==> src/dhw_pkg.sv <==
// Shared constants, types and state codes for the DAC host write port
package dhw_pkg;
    // Channel space
    localparam int CHAN_W = 6;
    localparam int SEL_W = 2;
    localparam int DATA_W = 12;
    localparam logic [5:0] CHAN_FIRST = 6'h00;
    localparam logic [5:0] CHAN_LAST = 6'h27;
    localparam logic [5:0] CHAN_STEP = 6'h01;
    localparam int FIFO_DEPTH = 8;
    // Two-wire bus address: fixed upper part, two strap bits below
    localparam logic [4:0] BUS_ADDR_FIXED = 5'h15;
    localparam logic [7:0] PTR_BURST = 8'hff;
    localparam logic [3:0] BIT_LAST = 4'h7;
    localparam logic [3:0] BIT_ACK = 4'h8;
    localparam logic [3:0] BIT_STEP = 4'h1;
    localparam logic [3:0] BIT_ZERO = 4'h0;
    // Field positions of the two data bytes
    localparam int DB_SEL_HI = 7;
    localparam int DB_SEL_LO = 6;
    localparam int DB_MSN_HI = 3;
    // Shift-register word of the four-wire link
    localparam int SW_W = 24;
    localparam logic [4:0] SW_COUNT = 5'h18;
    localparam logic [4:0] SW_STEP = 5'h01;
    localparam logic [4:0] SW_ZERO = 5'h00;
    localparam int SW_RW = 22;
    localparam int SW_CH_HI = 21;
    localparam int SW_CH_LO = 16;
    localparam int SW_SEL_HI = 15;
    localparam int SW_SEL_LO = 14;

    // One register write bound for a channel
    typedef struct packed {
        logic [CHAN_W-1:0] chan;
        logic [SEL_W-1:0] sel;
        logic [DATA_W-1:0] data;
    } dhw_word_t;

    // Parallel port pins
    typedef struct packed {
        logic cs_n;
        logic wr_n;
        logic [CHAN_W-1:0] chan;
        logic [SEL_W-1:0] sel;
        logic [DATA_W-1:0] data;
    } dhw_par_t;

    // Byte-level states of the two-wire receiver
    typedef enum logic [5:0] {
        TW_IDLE = 6'h01,
        TW_ADDR = 6'h02,
        TW_PTR = 6'h04,
        TW_DHI = 6'h08,
        TW_DLO = 6'h10,
        TW_SKIP = 6'h20
    } dhw_tw_state_t;
endpackage

==> src/dhw_fifo.sv <==
// Parameterised FIFO with registered output stage
`timescale 1ns/1ns
`default_nettype none
module dhw_fifo #(
    parameter int WIDTH = 20,
    parameter int DEPTH = 8
) (
    // Clock and reset
    input wire logic clk,
    input wire logic nrst,
    // Fill side
    input wire logic in_valid,
    output logic in_ready,
    input wire logic [WIDTH-1:0] in_data,
    // Drain side
    output logic out_valid,
    input wire logic out_ready,
    output logic [WIDTH-1:0] out_data
);
    localparam int AW = $clog2(DEPTH);
    localparam logic [AW:0] CNT_MAX = (AW+1)'(DEPTH);
    localparam logic [AW:0] CNT_ONE = (AW+1)'(1);
    localparam logic [AW-1:0] PTR_ONE = AW'(1);

    logic [WIDTH-1:0] mem [DEPTH];
    logic [AW-1:0] wptr_reg, wptr_next, rptr_reg, rptr_next;
    logic [AW:0] cnt_reg, cnt_next;
    logic ov_reg, ov_next;
    logic [WIDTH-1:0] od_reg, od_next;
    logic push, pop;

    // The output stage counts toward the depth: at most DEPTH words wait
    assign in_ready = ((cnt_reg + (AW+1)'(ov_reg)) != CNT_MAX);
    assign out_valid = ov_reg;
    assign out_data = od_reg;

    // Pop moves a word into the output stage whenever it is free
    always_comb begin
        push = in_valid && in_ready;
        pop = (cnt_reg != '0) && (!ov_reg || out_ready);
        wptr_next = push ? wptr_reg + PTR_ONE : wptr_reg;
        rptr_next = pop ? rptr_reg + PTR_ONE : rptr_reg;
        cnt_next = cnt_reg;
        if (push && !pop) begin
            cnt_next = cnt_reg + CNT_ONE;
        end else if (pop && !push) begin
            cnt_next = cnt_reg - CNT_ONE;
        end
        ov_next = ov_reg && !out_ready;
        od_next = od_reg;
        if (pop) begin
            ov_next = 1'b1;
            od_next = mem[rptr_reg];
        end
    end

    // Storage has no reset; occupancy alone says what is valid
    always_ff @(posedge clk) begin
        if (push) begin
            mem[wptr_reg] <= in_data;
        end
    end

    always_ff @(posedge clk or negedge nrst) begin
        if (!nrst) begin
            wptr_reg <= '0;
            rptr_reg <= '0;
            cnt_reg <= '0;
            ov_reg <= 1'b0;
            od_reg <= '0;
        end else begin
            wptr_reg <= wptr_next;
            rptr_reg <= rptr_next;
            cnt_reg <= cnt_next;
            ov_reg <= ov_next;
            od_reg <= od_next;
        end
    end
endmodule
`default_nettype wire

==> src/dhw_port.sv <==
// Host write port: two-wire, four-wire and parallel paths into a FIFO
//
// What this block does
// - Device acknowledges a matching write address by pulling data low.
// - Pointer byte 0xff after the address starts auto-increment burst.
// - Entering burst sets the channel pointer to channel 0.
// - Each two-byte data word in burst advances the pointer by one.
// - Select bits inside the data bytes pick the channel register.
// - After channel 39 in burst, fall back to pointer-per-update operation.
// - A STOP anywhere ends burst mode at once.
// - Toggle operation is not allowed while burst is active.
// - Interface select low enables parallel port, disables serial links.
// - Parallel device select is active low; writes only while asserted.
// - Write strobe rising edge with select low captures channel address.
// - Same strobe edge loads the data bus into the chosen register.
// - Two select inputs choose the destination register of the write.
// - Parallel data is straight 12-bit binary, top line the MSB.
// - All 40 channels are individually addressable.
// - Serial output shifts on clock rise, input latches on clock fall.
// - Hardware reset reloads every register with its default.
// - Outputs stay held at zero volts until a valid write occurs.
// - Respond only to bus address 10101 plus the two strap bits.
// - Pointer-per-update: pointer byte then two data bytes, address once.
// - Acknowledge each address and data byte during the ninth clock.
`timescale 1ns/1ns
`default_nettype none
module dhw_port (
    // Clock and reset
    input wire logic clk,
    input wire logic nrst,
    // Mode pins
    input wire logic interface_select,
    input wire logic two_wire_select,
    input wire logic bus_addr_strap_hi,
    input wire logic bus_addr_strap_lo,
    // Two-wire link
    input wire logic scl_i,
    input wire logic sda_i,
    output logic sda_o,
    output logic sda_oe,
    // Four-wire link
    input wire logic sclk_i,
    input wire logic sync_n_i,
    input wire logic din_i,
    output logic dout_o,
    // Parallel port
    input wire dhw_pkg::dhw_par_t par_i,
    // Register writes towards the channel registers
    output logic wr_valid,
    input wire logic wr_ready,
    output dhw_pkg::dhw_word_t wr_word,
    // Status
    output logic busy,
    output logic burst_active,
    output logic toggle_allowed,
    output logic outputs_released
);
    import dhw_pkg::*;

    // Two-flop synchronisers for every pin; stage 1 feeds only stage 2
    localparam int PIN_W = 10 + $bits(dhw_par_t);
    logic [PIN_W-1:0] pin_raw, pin_s1_reg, pin_s2_reg, pin_s3_reg;
    assign pin_raw = {interface_select, two_wire_select, bus_addr_strap_hi,
                      bus_addr_strap_lo, scl_i, sda_i, sclk_i, sync_n_i,
                      din_i, 1'b0, par_i};

    always_ff @(posedge clk or negedge nrst) begin
        if (!nrst) begin
            pin_s1_reg <= '0;
            pin_s2_reg <= '0;
            pin_s3_reg <= '0;
        end else begin
            pin_s1_reg <= pin_raw;
            pin_s2_reg <= pin_s1_reg;
            pin_s3_reg <= pin_s2_reg;
        end
    end

    // Decoded synchronised pins; s3 is the previous value for edges
    logic par_en, tw_en, fw_en;
    logic scl, sda, scl_d, sda_d, sclk, sclk_d, sync_n, sync_n_d, din;
    logic [1:0] strap;
    dhw_par_t par, par_d;
    always_comb begin
        par_en = !pin_s2_reg[PIN_W-1];
        tw_en = !par_en && pin_s2_reg[PIN_W-2];
        fw_en = !par_en && !pin_s2_reg[PIN_W-2];
        strap = pin_s2_reg[PIN_W-3 -: 2];
        scl = pin_s2_reg[PIN_W-5];
        sda = pin_s2_reg[PIN_W-6];
        sclk = pin_s2_reg[PIN_W-7];
        sync_n = pin_s2_reg[PIN_W-8];
        din = pin_s2_reg[PIN_W-9];
        scl_d = pin_s3_reg[PIN_W-5];
        sda_d = pin_s3_reg[PIN_W-6];
        sclk_d = pin_s3_reg[PIN_W-7];
        sync_n_d = pin_s3_reg[PIN_W-8];
        par = dhw_par_t'(pin_s2_reg[$bits(dhw_par_t)-1:0]);
        par_d = dhw_par_t'(pin_s3_reg[$bits(dhw_par_t)-1:0]);
    end

    // Two-wire bus events
    logic scl_rise, scl_fall, tw_start, tw_stop;
    always_comb begin
        scl_rise = scl && !scl_d;
        scl_fall = !scl && scl_d;
        tw_start = tw_en && scl && scl_d && sda_d && !sda;
        tw_stop = tw_en && scl && scl_d && !sda_d && sda;
    end

    // Two-wire receiver state
    dhw_tw_state_t st_reg, st_next;
    logic [3:0] bit_reg, bit_next;
    logic [7:0] sh_reg, sh_next, hi_reg, hi_next;
    logic [5:0] ptr_reg, ptr_next;
    logic burst_reg, burst_next, ack_reg, ack_next, oe_reg, oe_next;
    logic tw_push;
    dhw_word_t tw_word;
    logic [7:0] byte_in;

    // Bit counter, byte decode, pointer and burst handling
    always_comb begin
        st_next = st_reg;
        bit_next = bit_reg;
        sh_next = sh_reg;
        hi_next = hi_reg;
        ptr_next = ptr_reg;
        burst_next = burst_reg;
        ack_next = ack_reg;
        oe_next = oe_reg;
        tw_push = 1'b0;
        tw_word = '0;
        byte_in = {sh_reg[6:0], sda};
        if (!tw_en) begin
            st_next = TW_IDLE;
            burst_next = 1'b0;
            oe_next = 1'b0;
        end else if (tw_stop) begin
            st_next = TW_IDLE;
            burst_next = 1'b0;
            oe_next = 1'b0;
        end else if (tw_start) begin
            st_next = TW_ADDR;
            bit_next = BIT_ZERO;
            burst_next = 1'b0;
            oe_next = 1'b0;
        end else if (scl_fall) begin
            // Hold the line low over the ninth clock only
            oe_next = (bit_reg == BIT_ACK) && ack_reg;
        end else if (scl_rise && st_reg != TW_IDLE) begin
            if (bit_reg == BIT_ACK) begin
                bit_next = BIT_ZERO;
            end else begin
                sh_next = byte_in;
                bit_next = bit_reg + BIT_STEP;
            end
            if (bit_reg == BIT_LAST) begin
                ack_next = 1'b1;
                case (st_reg)
                    TW_ADDR: begin
                        // Receive only: a read address is not answered
                        if (byte_in[7:1] == {BUS_ADDR_FIXED, strap} &&
                            !byte_in[0]) begin
                            st_next = TW_PTR;
                        end else begin
                            st_next = TW_SKIP;
                            ack_next = 1'b0;
                        end
                    end
                    TW_PTR: begin
                        if (byte_in == PTR_BURST) begin
                            burst_next = 1'b1;
                            ptr_next = CHAN_FIRST;
                        end else begin
                            ptr_next = byte_in[5:0];
                        end
                        st_next = TW_DHI;
                    end
                    TW_DHI: begin
                        hi_next = byte_in;
                        st_next = TW_DLO;
                    end
                    TW_DLO: begin
                        tw_word.chan = ptr_reg;
                        tw_word.sel = hi_reg[DB_SEL_HI:DB_SEL_LO];
                        tw_word.data = {hi_reg[DB_MSN_HI:0], byte_in};
                        tw_push = 1'b1;
                        if (burst_reg && ptr_reg != CHAN_LAST) begin
                            ptr_next = ptr_reg + CHAN_STEP;
                            st_next = TW_DHI;
                        end else begin
                            burst_next = 1'b0;
                            st_next = TW_PTR;
                        end
                    end
                    default: begin
                        ack_next = 1'b0;
                    end
                endcase
            end
        end
    end

    always_ff @(posedge clk or negedge nrst) begin
        if (!nrst) begin
            st_reg <= TW_IDLE;
            bit_reg <= BIT_ZERO;
            sh_reg <= '0;
            hi_reg <= '0;
            ptr_reg <= CHAN_FIRST;
            burst_reg <= 1'b0;
            ack_reg <= 1'b0;
            oe_reg <= 1'b0;
        end else begin
            st_reg <= st_next;
            bit_reg <= bit_next;
            sh_reg <= sh_next;
            hi_reg <= hi_next;
            ptr_reg <= ptr_next;
            burst_reg <= burst_next;
            ack_reg <= ack_next;
            oe_reg <= oe_next;
        end
    end

    // Four-wire link: in on the falling edge, out on the rising edge
    logic [SW_W-1:0] sw_reg, sw_next;
    logic [4:0] swc_reg, swc_next;
    logic dout_reg, dout_next, fw_push;
    dhw_word_t fw_word;
    always_comb begin
        sw_next = sw_reg;
        swc_next = swc_reg;
        dout_next = dout_reg;
        fw_push = 1'b0;
        fw_word.chan = sw_reg[SW_CH_HI:SW_CH_LO];
        fw_word.sel = sw_reg[SW_SEL_HI:SW_SEL_LO];
        fw_word.data = sw_reg[DATA_W-1:0];
        if (!fw_en || sync_n) begin
            swc_next = SW_ZERO;
            // A short frame is dropped; reads are not served here
            if (fw_en && !sync_n_d && swc_reg == SW_COUNT) begin
                fw_push = !sw_reg[SW_RW];
            end
        end else if (!sclk && sclk_d) begin
            sw_next = {sw_reg[SW_W-2:0], din};
            if (swc_reg != SW_COUNT) begin
                swc_next = swc_reg + SW_STEP;
            end
        end else if (sclk && !sclk_d) begin
            dout_next = sw_reg[SW_W-1];
        end
    end

    always_ff @(posedge clk or negedge nrst) begin
        if (!nrst) begin
            sw_reg <= '0;
            swc_reg <= SW_ZERO;
            dout_reg <= 1'b0;
        end else begin
            sw_reg <= sw_next;
            swc_reg <= swc_next;
            dout_reg <= dout_next;
        end
    end

    // Parallel port: write on strobe rise with select low
    logic par_push;
    dhw_word_t par_word;
    always_comb begin
        par_push = par_en && par.wr_n && !par_d.wr_n && !par.cs_n;
        par_word.chan = par_d.chan;
        par_word.sel = par_d.sel;
        par_word.data = par_d.data;
    end

    // Merge the active path into the FIFO; channels past the last drop
    logic push_any, fifo_in_ready, fifo_in_valid;
    dhw_word_t push_word;
    always_comb begin
        push_any = par_push || tw_push || fw_push;
        push_word = par_push ? par_word : (tw_push ? tw_word : fw_word);
        fifo_in_valid = push_any && push_word.chan <= CHAN_LAST;
    end

    logic fifo_out_valid;
    logic [$bits(dhw_word_t)-1:0] fifo_out_data;
    dhw_fifo #(
        .WIDTH($bits(dhw_word_t)),
        .DEPTH(FIFO_DEPTH)
    ) u_fifo (
        .clk(clk),
        .nrst(nrst),
        .in_valid(fifo_in_valid),
        .in_ready(fifo_in_ready),
        .in_data(push_word),
        .out_valid(fifo_out_valid),
        .out_ready(wr_ready),
        .out_data(fifo_out_data)
    );

    // Status flags; outputs leave zero only after the first accepted write
    logic busy_reg, busy_next, rel_reg, rel_next, tog_reg, tog_next;
    always_comb begin
        busy_next = !fifo_in_ready;
        tog_next = !burst_next;
        rel_next = rel_reg || (fifo_in_valid && fifo_in_ready);
    end

    always_ff @(posedge clk or negedge nrst) begin
        if (!nrst) begin
            busy_reg <= 1'b0;
            rel_reg <= 1'b0;
            tog_reg <= 1'b1;
        end else begin
            busy_reg <= busy_next;
            rel_reg <= rel_next;
            tog_reg <= tog_next;
        end
    end

    // Output drive; the bus line is open drain so only the enable moves
    assign sda_o = 1'b0;
    assign sda_oe = oe_reg;
    assign dout_o = dout_reg;
    assign wr_valid = fifo_out_valid;
    assign wr_word = dhw_word_t'(fifo_out_data);
    assign busy = busy_reg;
    assign burst_active = burst_reg;
    assign toggle_allowed = tog_reg;
    assign outputs_released = rel_reg;
endmodule
`default_nettype wire

==> config.mk <==
export PLATFORM = sky130hd
export DESIGN_NAME = dhw_port
export DESIGN_NICKNAME = d
export VERILOG_FILES = /design/src/dhw_pkg.sv /design/src/dhw_fifo.sv /design/src/dhw_port.sv
export SDC_FILE = /design/constraint.sdc
export NUM_CORES = 1
export LEC_CHECK = 0
export ABC_CLOCK_PERIOD_IN_PS = 4700
export BUFFER_PORTS_ARGS = -buffer_cell sky130_fd_sc_hd__buf_2
export CAP_MARGIN = 30
export CORE_ASPECT_RATIO = 1.75
export CORE_MARGIN = 3
export CORE_UTILIZATION = 30
export CTS_CLUSTER_SIZE = 28
export DETAILED_ROUTE_END_ITERATION = 10
export HOLD_SLACK_MARGIN = 0.12
export PLACE_DENSITY = 0.52
export SLEW_MARGIN = 20
export SYNTH_ARGS = -nofsm -noshare
export SYNTH_HDL_FRONTEND = slang
export SYNTH_SLANG_ARGS = --single-unit
==> constraint.sdc <==
create_clock -name clk -period 4.7 [get_ports clk]
set_clock_uncertainty 0.2 [all_clocks]
set_input_delay 0.47 -clock clk [delete_from_list [all_inputs] [get_ports clk]]
set_output_delay 0.47 -clock clk [all_outputs]
set_load 0.01 [all_outputs]
# == After elaboration in Yosys (flattened, before gate mapping) ==
# Memory sizes are Yosys's and may differ from the RTL's. A register that Yosys moved wholly into a read port is not among the register bits.
# Cells that the tools add are included.
# totals
ff_bits,167
mem_bits_rw,160
input_bits,34
out_inout_bits,28
mem_count,1
# op_classes
n_addsub,8
magnitude_cmp,1
n_eq_ne,20
n_mux,57
bitwise_logic,6
n_reduce_logical,68
# memory_table
memory,depth,width,read_ports,rd_clocked_by_memory_dff,wr,line_no,text
u_fifo.mem,8,20,1,1,1,dhw_fifo.sv:25,logic [WIDTH-1:0] mem [DEPTH];
# ops
op,n
$mux 20,9
$mux 6,9
$mux 4,7
$logic_and 1x1->1,27
$mux 1,25
$pmux 6 s4,1
$logic_not 1->1,20
$mux 5,3
$ne 4x1->1 const B,3
$pmux 6 s2,1
$reduce_and 6->1,2
$reduce_bool 2->1,5
$add 4x1->4 const B,2
$eq 8x8->1 const B,1
$reduce_and 4->1,2
$reduce_and 8->1,1
$eq 7x7->1,1
$ne 7x1->1 const B,1
$reduce_and 7->1,1
$add 3x1->3 const B,2
$add 6x1->6 const B,1
$eq 6x2->1 const B,1
$eq 6x3->1 const B,1
$eq 6x4->1 const B,1
22 further kinds,33

# == Longest topological paths before layout ==
# Gate-level depths: netlist of the first run.
# logic_depth
ltp_word,17
ltp_mapped,17
mapped_depth_nobuf,16

# == Cells and area by module ==
# Synthesis of the first run repeated with hierarchy kept, for this count alone.
# hier_totals
cells_unflattened,910
hier_area_um2,13290.2
# modules_own_cells
module,instances,cells_each,area_each_um2,seq_area_each_um2
dhw_fifo,1,459,7529.7,5580.4
dhw_port,1,451,5760.5,3806.2

# == Worst setup path before layout of the first run ==
# No wires, ideal clock.
# synth_timing
path_type,reg2reg
start,register st_reg[2]
end,"memory u_fifo.mem[0][0], enable pin"
setup_time_ns,0.448
t_arrival_ns,4.046
t_required_ns,4.052
setup_slack_ns,0.006
stages_incl_launch_ff,9
path_buffers,2
synth_period_minus_slack_ns,4.694
path_cell_list,dfrtp_1 > clkbuf_1 > or3b_4 > nor4_4 > mux2i_1 > o31ai_2 > nand2_2 > buf_6 > nor4_1
# synth_rtl
element,line_no,text
from (decl),dhw_port.sv:112,"dhw_tw_state_t st_reg, st_next;"
from (signal assigned),dhw_port.sv:215,st_reg <= st_next;
to (decl),dhw_fifo.sv:25,

==> flow_results.xml, run 1 <==
<?xml version="1.0" encoding="UTF-8"?>
<metrics>
  <group name="status">
    <metric name="run_status" unit="">finished, final reports clean</metric>
  </group>
  <group name="yosys">
    <metric name="synth.ff_latch_count" unit="">343</metric>
    <metric name="post_synth_inst_count" unit="">796</metric>
    <metric name="ys_warn_count" unit="">0</metric>
    <metric name="syn_area_per_cell" unit="um^2">16.4</metric>
    <metric name="synth.area.mux_share" unit="">0.134</metric>
    <metric name="synth.distinct_cells" unit="">58</metric>
    <metric name="synth-edff-count" unit="">160</metric>
    <metric name="yosys_most_used_dff" unit="">sky130_fd_sc_hd__dfrtp_1</metric>
    <metric name="async_flop_share" unit="">0.534</metric>
    <metric name="synth.cell_area" unit="mm^2">0.0130</metric>
    <metric name="synthTopCellsByCount" unit="">181 x sky130_fd_sc_hd__dfrtp_1, 160 x sky130_fd_sc_hd__edfxtp_1, 49 x sky130_fd_sc_hd__nand2_1, 46 x sky130_fd_sc_hd__nor2_1, 42 x sky130_fd_sc_hd__mux2_2</metric>
    <metric name="synth-compound-area-share" unit="">0.0445</metric>
    <metric name="synthTopCellsByArea" unit="">sky130_fd_sc_hd__edfxtp_1 37%, sky130_fd_sc_hd__dfrtp_1 35%, sky130_fd_sc_hd__mux4_2 6.9%, sky130_fd_sc_hd__mux2_2 3.6%, sky130_fd_sc_hd__mux2i_1 2.9%</metric>
    <metric name="synth_simple_gate_area_share" unit="">0.0599</metric>
    <metric name="syn_nets" unit="">843</metric>
    <metric name="yosysSeqAreaShare" unit="">0.720</metric>
    <metric name="yosys.area_share.xor_xnor" unit="">0.0121</metric>
    <metric name="synth_most_common_cell" unit="">sky130_fd_sc_hd__dfrtp_1</metric>
    <metric name="post_synth_fa_ha_maj_area_fraction" unit="">0.0130</metric>
    <metric name="synthDominantCellAreaShare" unit="">0.368</metric>
    <metric name="synthDominantAreaCellType" unit="">sky130_fd_sc_hd__edfxtp_1</metric>
    <metric name="combinational_family_with_the_most_area_after_synthesis" unit="">multiplexers</metric>
  </group>
  <group name="clocking">
    <metric name="postCtsResizedCells" unit="">0</metric>
    <metric name="cts.clk_slew.worst_paths" unit="ns">0.06</metric>
    <metric name="clkLatencyLatePin" unit="ns">0.53</metric>
    <metric name="clock-root-buffer" unit="">sky130_fd_sc_hd__clkbuf_16</metric>
    <metric name="cts-htree-levels" unit="">2</metric>
    <metric name="cts_made_buffers" unit="">34</metric>
    <metric name="clockBufferDepth" unit="">3</metric>
    <metric name="cts.sinks" unit="">343</metric>
    <metric name="cts_tree" unit="">built</metric>
  </group>
  <group name="sta">
    <metric name="setup-tns-final" unit="ns">0</metric>
    <metric name="fmax" unit="GHz">0.264</metric>
    <metric name="worst_max_slew_pin_slew" unit="ns">0.946</metric>
    <metric name="fin_crit" unit="ns">3.79</metric>
    <metric name="setup_viol" unit="">0</metric>
    <metric name="finalHoldViolCount" unit="">0</metric>
    <metric name="rsz0062_at_grt" unit="">false</metric>
    <metric name="period_share" unit="">0.805</metric>
    <metric name="timing.final.max_slew_violations" unit="">0</metric>
    <metric name="worst_slew_margin_rel" unit="">0.362</metric>
  </group>
  <group name="setup_path">
    <metric name="critPathKind" unit="">flip-flop to flip-flop</metric>
    <metric name="cp_slowest_stage_delay" unit="ns">0.47</metric>
    <metric name="timing.reg2reg.setup_slack" unit="ns">0.91</metric>
    <metric name="series_of_cell_instances_along_the_critical_path" unit="">or3b_4 -&gt; nor4_4 -&gt; mux2i_1 -&gt; buf_4 -&gt; o31ai_2 -&gt; nand2_2 -&gt; inv_1 -&gt; ha_1 -&gt; inv_1 -&gt; ha_1 -&gt; a21o_1 -&gt; a21oi_1 -&gt; xnor2_1 -&gt; nor2_1 -&gt; xor2_1</metric>
    <metric name="cp_num_cells" unit="">15</metric>
    <metric name="crit_path_start" unit="">st_reg[3]</metric>
    <metric name="critPathArrivalTime" unit="ns">3.98</metric>
    <metric name="rr_worst_depth" unit="">15</metric>
    <metric name="regToRegStartpoint" unit="">st_reg[3]</metric>
    <metric name="cp_bufs_invs" unit="">3</metric>
    <metric name="crit-reg2reg-capture" unit="">u_fifo.cnt_reg[3]</metric>
    <metric name="critPathLaunchType" unit="">flip-flop</metric>
    <metric name="critical_path_required" unit="ns">4.90</metric>
    <metric name="path_delay_family" unit="">simple AND/OR/NAND/NOR gates</metric>
    <metric name="critPathSlowestCell" unit="">sky130_fd_sc_hd__dfrtp_1</metric>
    <metric name="crit_path_end_kind" unit="">flip-flop</metric>
    <metric name="crit_path_max_fanout" unit="">12</metric>
  </group>
  <group name="pwr">
    <metric name="cell_internal_pwr" unit="uW">5810</metric>
    <metric name="leakage_power_of_the_design" unit="uW">0.00611</metric>
    <metric name="share_seq_of_total_power" unit="">0.464</metric>
    <metric name="power.share.switching" unit="">0.262</metric>
    <metric name="fraction_of_power_consumed_by_the_clock_network" unit="">0.362</metric>
    <metric name="max-vdd-ir-drop" unit="mV">0.271</metric>
    <metric name="p_per_area" unit="mW/mm^2">500</metric>
    <metric name="switching_pwr" unit="uW">2060</metric>
    <metric name="combinational_fraction_of_design_power" unit="">0.174</metric>
  </group>
  <group name="hold_path">
    <metric name="hold_class" unit="">flip-flop to flip-flop</metric>
    <metric name="worstHoldEndpoint" unit="">pin_s3_reg[13]</metric>
    <metric name="worstHoldStart" unit="">pin_s2_reg[13]</metric>
    <metric name="timing.hold.worst_path_depth" unit="">0</metric>
  </group>
  <group name="cells_and_area">
    <metric name="finalCoreUtilization" unit="">0.368</metric>
    <metric name="post_route_cells_drive_above_1_share" unit="">0.257</metric>
    <metric name="largest_register_ffs" unit="">160</metric>
    <metric name="final_cells" unit="">1504</metric>
    <metric name="n_fill_cell" unit="">4081</metric>
    <metric name="flow.area_growth_from_synthesis" unit="%">20.6</metric>
    <metric name="final_area" unit="mm^2">0.0157</metric>
    <metric name="n_antenna_cell" unit="">0</metric>
    <metric name="final_nets" unit="">965</metric>
  </group>
  <group name="floorplan">
    <metric name="floorplan.initialDensity" unit="">0.305</metric>
    <metric name="io_pins" unit="">62</metric>
    <metric name="row_count" unit="">100</metric>
    <metric name="die-height" unit="um">282</metric>
    <metric name="fp.dieW" unit="um">164</metric>
    <metric name="fp.dieArea" unit="mm^2">0.0461</metric>
    <metric name="core_region_area" unit="mm^2">0.0428</metric>
  </group>
  <group name="route">
    <metric name="via_count" unit="">6893</metric>
    <metric name="drc" unit="">0</metric>
    <metric name="detail_route.vias_per_cell" unit="">4.58</metric>
    <metric name="detail_route.wl_per_cell" unit="um">18.0</metric>
    <metric name="drtAntennaViolNets" unit="">0</metric>
    <metric name="detailedRoute.firstPassIterationCount" unit="">4</metric>
    <metric name="totalWireLength" unit="um">27000</metric>
    <metric name="drt-initial-drc-count" unit="">313</metric>
  </group>
  <group name="place">
    <metric name="place.port_buffers" unit="">60</metric>
    <metric name="place_congestion" unit="">0.766</metric>
    <metric name="placedInstanceArea" unit="mm^2">0.0141</metric>
    <metric name="dp.final_hpwl" unit="um">17600</metric>
    <metric name="number_of_instances_in_the_placed_design" unit="">1403</metric>
  </group>
  <group name="global_route">
    <metric name="grt.total_usage" unit="">0.121</metric>
    <metric name="grt.overflow.total" unit="">0</metric>
    <metric name="antenna_violations_before_repair" unit="">0</metric>
    <metric name="pin_count_of_the_biggest_net_entering_global_routing" unit="">120</metric>
    <metric name="grt_pass1_vias" unit="">7502</metric>
    <metric name="grt_first_pass_wirelength" unit="um">42800</metric>
  </group>
  <group name="run">
    <metric name="max_cap_violations" unit="">0</metric>
  </group>
</metrics>
==> per-layer routing <==
layer,part of all wire,global-route usage,wire (um),vias up
li1,-,-,-,3206
met1,0.40,0.138,10700,3532
met2,0.55,0.226,14700,108
met3,0.027,0.0171,739,47
met4,0.032,0.0482,865,0
met5,0,0,0,-
==> cell type report <==
class                   count  area (um^2)  share of cell area
inverters                  16         60.1             0.00382
clock inverters            12          203              0.0129
repair buffers            122          887              0.0564
flip-flops and latches    343         9390               0.597
clock buffers              49          967              0.0615
well taps                 561          702              0.0446
multi-input cells         401         3520               0.224
==> stage by stage <==
stage	hold WS (ns)	worst slack, ns	power (uW)
floorplan	-0.0256	0.00554	4570
global placement	0.132	0.935	5060
detailed placement	0.135	0.908	5090
CTS	0.147	0.886	7990
global route	0.150	0.615	8270
finish	0.142	0.915	7860
==> power by group through the flow <==
stage	registers, uW	clock network (uW)	logic, uW
2_1_floorplan	3590	0	977
3_3_place_gp	3760	0	1310
3_5_place_dp	3760	0	1330
4_1_cts	3700	2940	1350
5_1_grt	3700	3050	1520
6_report	3650	2840	1370
==> layout by cell type (no fill, tap or decap), drive strengths merged, types with 3 or more instances in the layout <==
| master | count |
|---|---|
| nor4b | 6 |
| nand4 | 3 |
| nor2 | 46 |
| a22o | 4 |
| a32o | 4 |
| inv | 18 |
| nor3b | 3 |
| o21ai | 28 |
| o41ai | 3 |
| mux2i | 38 |
| mux2 | 42 |
| mux4 | 40 |
| buf | 87 |
| dfrtp | 181 |
| edfxtp | 160 |
| nand3 | 12 |
| clkinv | 5 |
| dlygate4sd3 | 33 |
| ha | 12 |
| nor4 | 7 |
| xor2 | 9 |
| nand2b | 5 |
| a21o | 6 |
| a21oi | 37 |
| bufinv | 5 |
| nor3 | 9 |
| nand2 | 50 |
| xnor2 | 9 |
| clkbuf | 51 |
==> worst max path at each step <==
stage / to / slack [ns]
2_1_floorplan: u_fifo.mem[0][0] / 0.006
3_3_place_gp: u_fifo.cnt_reg[3] / 0.93
3_5_place_dp: u_fifo.cnt_reg[3] / 0.91
4_1_cts: u_fifo.cnt_reg[3] / 0.89
5_1_grt: u_fifo.cnt_reg[3] / 0.61
6_report: u_fifo.cnt_reg[3] / 0.91
==> cells by family (layout without fill, tap and decap cells) <==
kind of cell,after synthesis,in the layout
multiplexers,120,120
flip-flops,343,343
AND/OR/NAND/NOR,154,154
other,1,1
AO/OA/AOI/OAI,95,95
buffers and inverters,52,199
adder cells (fa/ha/maj),13,13
XOR/XNOR,18,18
==> worst reg2reg max path, delay by kind of cell (launching register included) <==
kind	cells	cell delay (ns)
simple gates	4	1.22
flops	1	0.47
fa+ha+maj	2	0.45
compound gates	3	0.41
buf+inv	3	0.40
xor+xnor	2	0.28
mux	1	0.23
==> what timing repair did <==
action / CTS / global route
setup buffers: 0 / 0
hold buffers: 33 / 0
hold endpoints to repair: 148 / 0
No activity file was read; power rests on OpenSTA's default activity.
==> run 2: changes to the inputs <==
--- a/config.mk
+++ b/config.mk
@@ -5,7 +5,7 @@
 export SDC_FILE = /design/constraint.sdc
 export NUM_CORES = 1
 export LEC_CHECK = 0
-export ABC_CLOCK_PERIOD_IN_PS = 4700
+export ABC_CLOCK_PERIOD_IN_PS = 3950
 export BUFFER_PORTS_ARGS = -buffer_cell sky130_fd_sc_hd__buf_2
 export CAP_MARGIN = 30
 export CORE_ASPECT_RATIO = 1.75
@@ -14,7 +14,7 @@
 export CTS_CLUSTER_SIZE = 28
 export DETAILED_ROUTE_END_ITERATION = 10
 export HOLD_SLACK_MARGIN = 0.12
-export PLACE_DENSITY = 0.52
+export PLACE_DENSITY = 0.51
 export SLEW_MARGIN = 20
 export SYNTH_ARGS = -nofsm -noshare
 export SYNTH_HDL_FRONTEND = slang
==> constraint.sdc (replaced) <==
create_clock -name clk -period 3.95 [get_ports clk]
set_clock_uncertainty 0.2 [all_clocks]
set_input_delay 0.395 -clock clk [delete_from_list [all_inputs] [get_ports clk]]
set_output_delay 0.395 -clock clk [all_outputs]
set_load 0.01 [all_outputs]
==> run 2 against run 1 <==
Combinational power up 13%. Power rose by 12%. Sequential share of layout area grew 0.95 points. Count of clock-buffer cells in the layout fell by 8. Register-to-register slack got worse by 0.38 ns. Clock power grew 1%. Non-clock buffer count decreased by 3. Critical endpoint unchanged.
==> flow_results.xml, run 2 (synthesis gave the netlist of run 1 again) <==
<?xml version="1.0" encoding="UTF-8"?>
<metrics>
  <group name="floorplan">
    <metric name="fp.dieArea" unit="mm^2">0.0461</metric>
    <metric name="floorplan.initialDensity" unit="">0.305</metric>
    <metric name="row_count" unit="">100</metric>
    <metric name="die-height" unit="um">282</metric>
    <metric name="core_region_area" unit="mm^2">0.0428</metric>
    <metric name="fp.dieW" unit="um">164</metric>
    <metric name="io_pins" unit="">62</metric>
  </group>
  <group name="setup_path">
    <metric name="critPathArrivalTime" unit="ns">3.66</metric>
    <metric name="critPathLaunchType" unit="">flip-flop</metric>
    <metric name="crit_path_end_kind" unit="">flip-flop</metric>
    <metric name="critical_path_required" unit="ns">4.19</metric>
    <metric name="critPathKind" unit="">flip-flop to flip-flop</metric>
    <metric name="crit_path_max_fanout" unit="">9</metric>
  </group>
  <group name="status">
    <metric name="run_status" unit="">finished, final reports clean</metric>
  </group>
  <group name="route">
    <metric name="drt-initial-drc-count" unit="">323</metric>
    <metric name="drtAntennaViolNets" unit="">0</metric>
    <metric name="via_count" unit="">6835</metric>
    <metric name="drc" unit="">0</metric>
    <metric name="detail_route.wl_per_cell" unit="um">18.0</metric>
    <metric name="detailedRoute.firstPassIterationCount" unit="">4</metric>
    <metric name="totalWireLength" unit="um">26900</metric>
    <metric name="detail_route.vias_per_cell" unit="">4.57</metric>
  </group>
  <group name="global_route">
    <metric name="antenna_violations_before_repair" unit="">0</metric>
    <metric name="grt_pass1_vias" unit="">7441</metric>
    <metric name="grt.total_usage" unit="">0.119</metric>
    <metric name="grt_first_pass_wirelength" unit="um">42400</metric>
    <metric name="grt.overflow.total" unit="">0</metric>
    <metric name="pin_count_of_the_biggest_net_entering_global_routing" unit="">94</metric>
  </group>
  <group name="cells_and_area">
    <metric name="top_library_cells_by_usage_in_the_layout_fill_and_taps_aside" unit="">179 x sky130_fd_sc_hd__dfrtp_1, 160 x sky130_fd_sc_hd__edfxtp_1, 59 x sky130_fd_sc_hd__buf_2, 49 x sky130_fd_sc_hd__nand2_1, 46 x sky130_fd_sc_hd__nor2_1</metric>
    <metric name="finalCoreUtilization" unit="">0.362</metric>
    <metric name="n_antenna_cell" unit="">0</metric>
    <metric name="flow.area_growth_from_synthesis" unit="%">18.7</metric>
    <metric name="n_fill_cell" unit="">4067</metric>
    <metric name="largest_register_ffs" unit="">160</metric>
    <metric name="multi_input_comb_area" unit="mm^2">0.00352</metric>
    <metric name="post_route_cells_drive_above_1_share" unit="">0.252</metric>
    <metric name="final_common_cell" unit="">sky130_fd_sc_hd__dfrtp_1</metric>
    <metric name="seq_area" unit="mm^2">0.00939</metric>
    <metric name="final_nets" unit="">959</metric>
  </group>
  <group name="sta">
    <metric name="setup_viol" unit="">0</metric>
    <metric name="rsz0062_at_grt" unit="">false</metric>
    <metric name="fmax" unit="GHz">0.293</metric>
    <metric name="crit_path_setup_slack_layout" unit="ns">0.533</metric>
    <metric name="timing.final.max_slew_violations" unit="">0</metric>
    <metric name="worst_slew_margin_rel" unit="">0.361</metric>
    <metric name="period_share" unit="">0.865</metric>
    <metric name="finalHoldViolCount" unit="">0</metric>
    <metric name="worst_max_slew_pin_slew" unit="ns">0.949</metric>
    <metric name="fin_crit" unit="ns">3.42</metric>
  </group>
  <group name="clocking">
    <metric name="clock-root-buffer" unit="">sky130_fd_sc_hd__clkbuf_16</metric>
    <metric name="holdBufCountCts" unit="">33</metric>
    <metric name="cts.clk_slew.worst_paths" unit="ns">0.07</metric>
    <metric name="clkLatencyLatePin" unit="ns">0.56</metric>
    <metric name="cts.sinks" unit="">343</metric>
    <metric name="clockBufferDepth" unit="">3</metric>
    <metric name="cts_made_buffers" unit="">31</metric>
    <metric name="postCtsResizedCells" unit="">0</metric>
    <metric name="cts.repair_timing.setup_buffer_count" unit="">0</metric>
    <metric name="cts-htree-levels" unit="">1</metric>
    <metric name="cts_tree" unit="">built</metric>
  </group>
  <group name="run">
    <metric name="max_cap_violations" unit="">0</metric>
  </group>
  <group name="hold_path">
    <metric name="hold_class" unit="">flip-flop to flip-flop</metric>
  </group>
  <group name="place">
    <metric name="dp.final_hpwl" unit="um">17500</metric>
    <metric name="place_congestion" unit="">0.781</metric>
    <metric name="place.port_buffers" unit="">60</metric>
    <metric name="pre_cts_slack" unit="ns">0.523</metric>
  </group>
  <group name="pwr">
    <metric name="leakage_power_of_the_design" unit="uW">0.00599</metric>
    <metric name="p_per_area" unit="mW/mm^2">568</metric>
    <metric name="fin_total_pwr" unit="uW">8800</metric>
    <metric name="max-vdd-ir-drop" unit="mV">0.304</metric>
  </group>
</metrics>
==> run 2: worst max-delay path, cell delays in order (launching register included) <==
cell and delay (ns):
sky130_fd_sc_hd__dfrtp_1 0.47, sky130_fd_sc_hd__or3b_4 0.45, sky130_fd_sc_hd__nor4_4 0.38, sky130_fd_sc_hd__mux2i_1 0.31
sky130_fd_sc_hd__o31ai_2 0.13, sky130_fd_sc_hd__nand2_2 0.08, sky130_fd_sc_hd__inv_1 0.04, sky130_fd_sc_hd__ha_1 0.19
sky130_fd_sc_hd__inv_1 0.12, sky130_fd_sc_hd__ha_1 0.25, sky130_fd_sc_hd__a21o_1 0.16, sky130_fd_sc_hd__a21oi_1 0.17
sky130_fd_sc_hd__xnor2_1 0.13, sky130_fd_sc_hd__nor2_1 0.06, sky130_fd_sc_hd__xor2_1 0.14
==> run 2: power breakdown <==
| part | internal, uW | switching [uW] |
|---|---|---|
| registers | 4010 | 362 |
| logic | 827 | 725 |
| clock network | 1570 | 1300 |
==> run 2: area by class of cell <==
class,count,share of cell area
multi-input combinational,401,0.227
timing repair buffer,119,0.0547
inverter,16,0.00388
tap,561,0.0453
clock inverter,16,0.00776
clock buffer,41,0.0545
sequential,343,0.606
==> run 2: routing by layer <==
metal	track usage	share of wire
met1	0.136	0.39
met5	0	0
met3	0.0169	0.032
met4	0.0384	0.023
met2	0.227	0.56
==> run 2: through the flow <==
step | cell area [um^2] | std cells | hold WS, ns | TNS, ns
4_1_cts | 15500 | 1497 | 0.147 | 0
5_1_grt | 15500 | 1497 | 0.151 | 0
2_1_floorplan | 13000 | 796 | -0.101 | -38.14
6_report | 15500 | 1497 | 0.142 | 0
3_5_place_dp | 14200 | 1407 | 0.135 | 0
3_3_place_gp | 14200 | 1407 | 0.132 | 0
==> run 2: final timing paths <==
check	start	to	slack [ns]	depth (start not counted)
setup reg to reg	st_reg[3]	u_fifo.cnt_reg[3]	0.53	14
min in group asynchronous	nrst	pin_s1_reg[18]	0.23	2
hold reg to reg	pin_s2_reg[12]	pin_s3_reg[12]	0.14	0
hold / removal	pin_s2_reg[12]	pin_s3_reg[12]	0.14	0
setup / recovery	st_reg[3]	u_fifo.cnt_reg[3]	0.53	14
max in group asynchronous	nrst	st_reg[0]	2.42	3
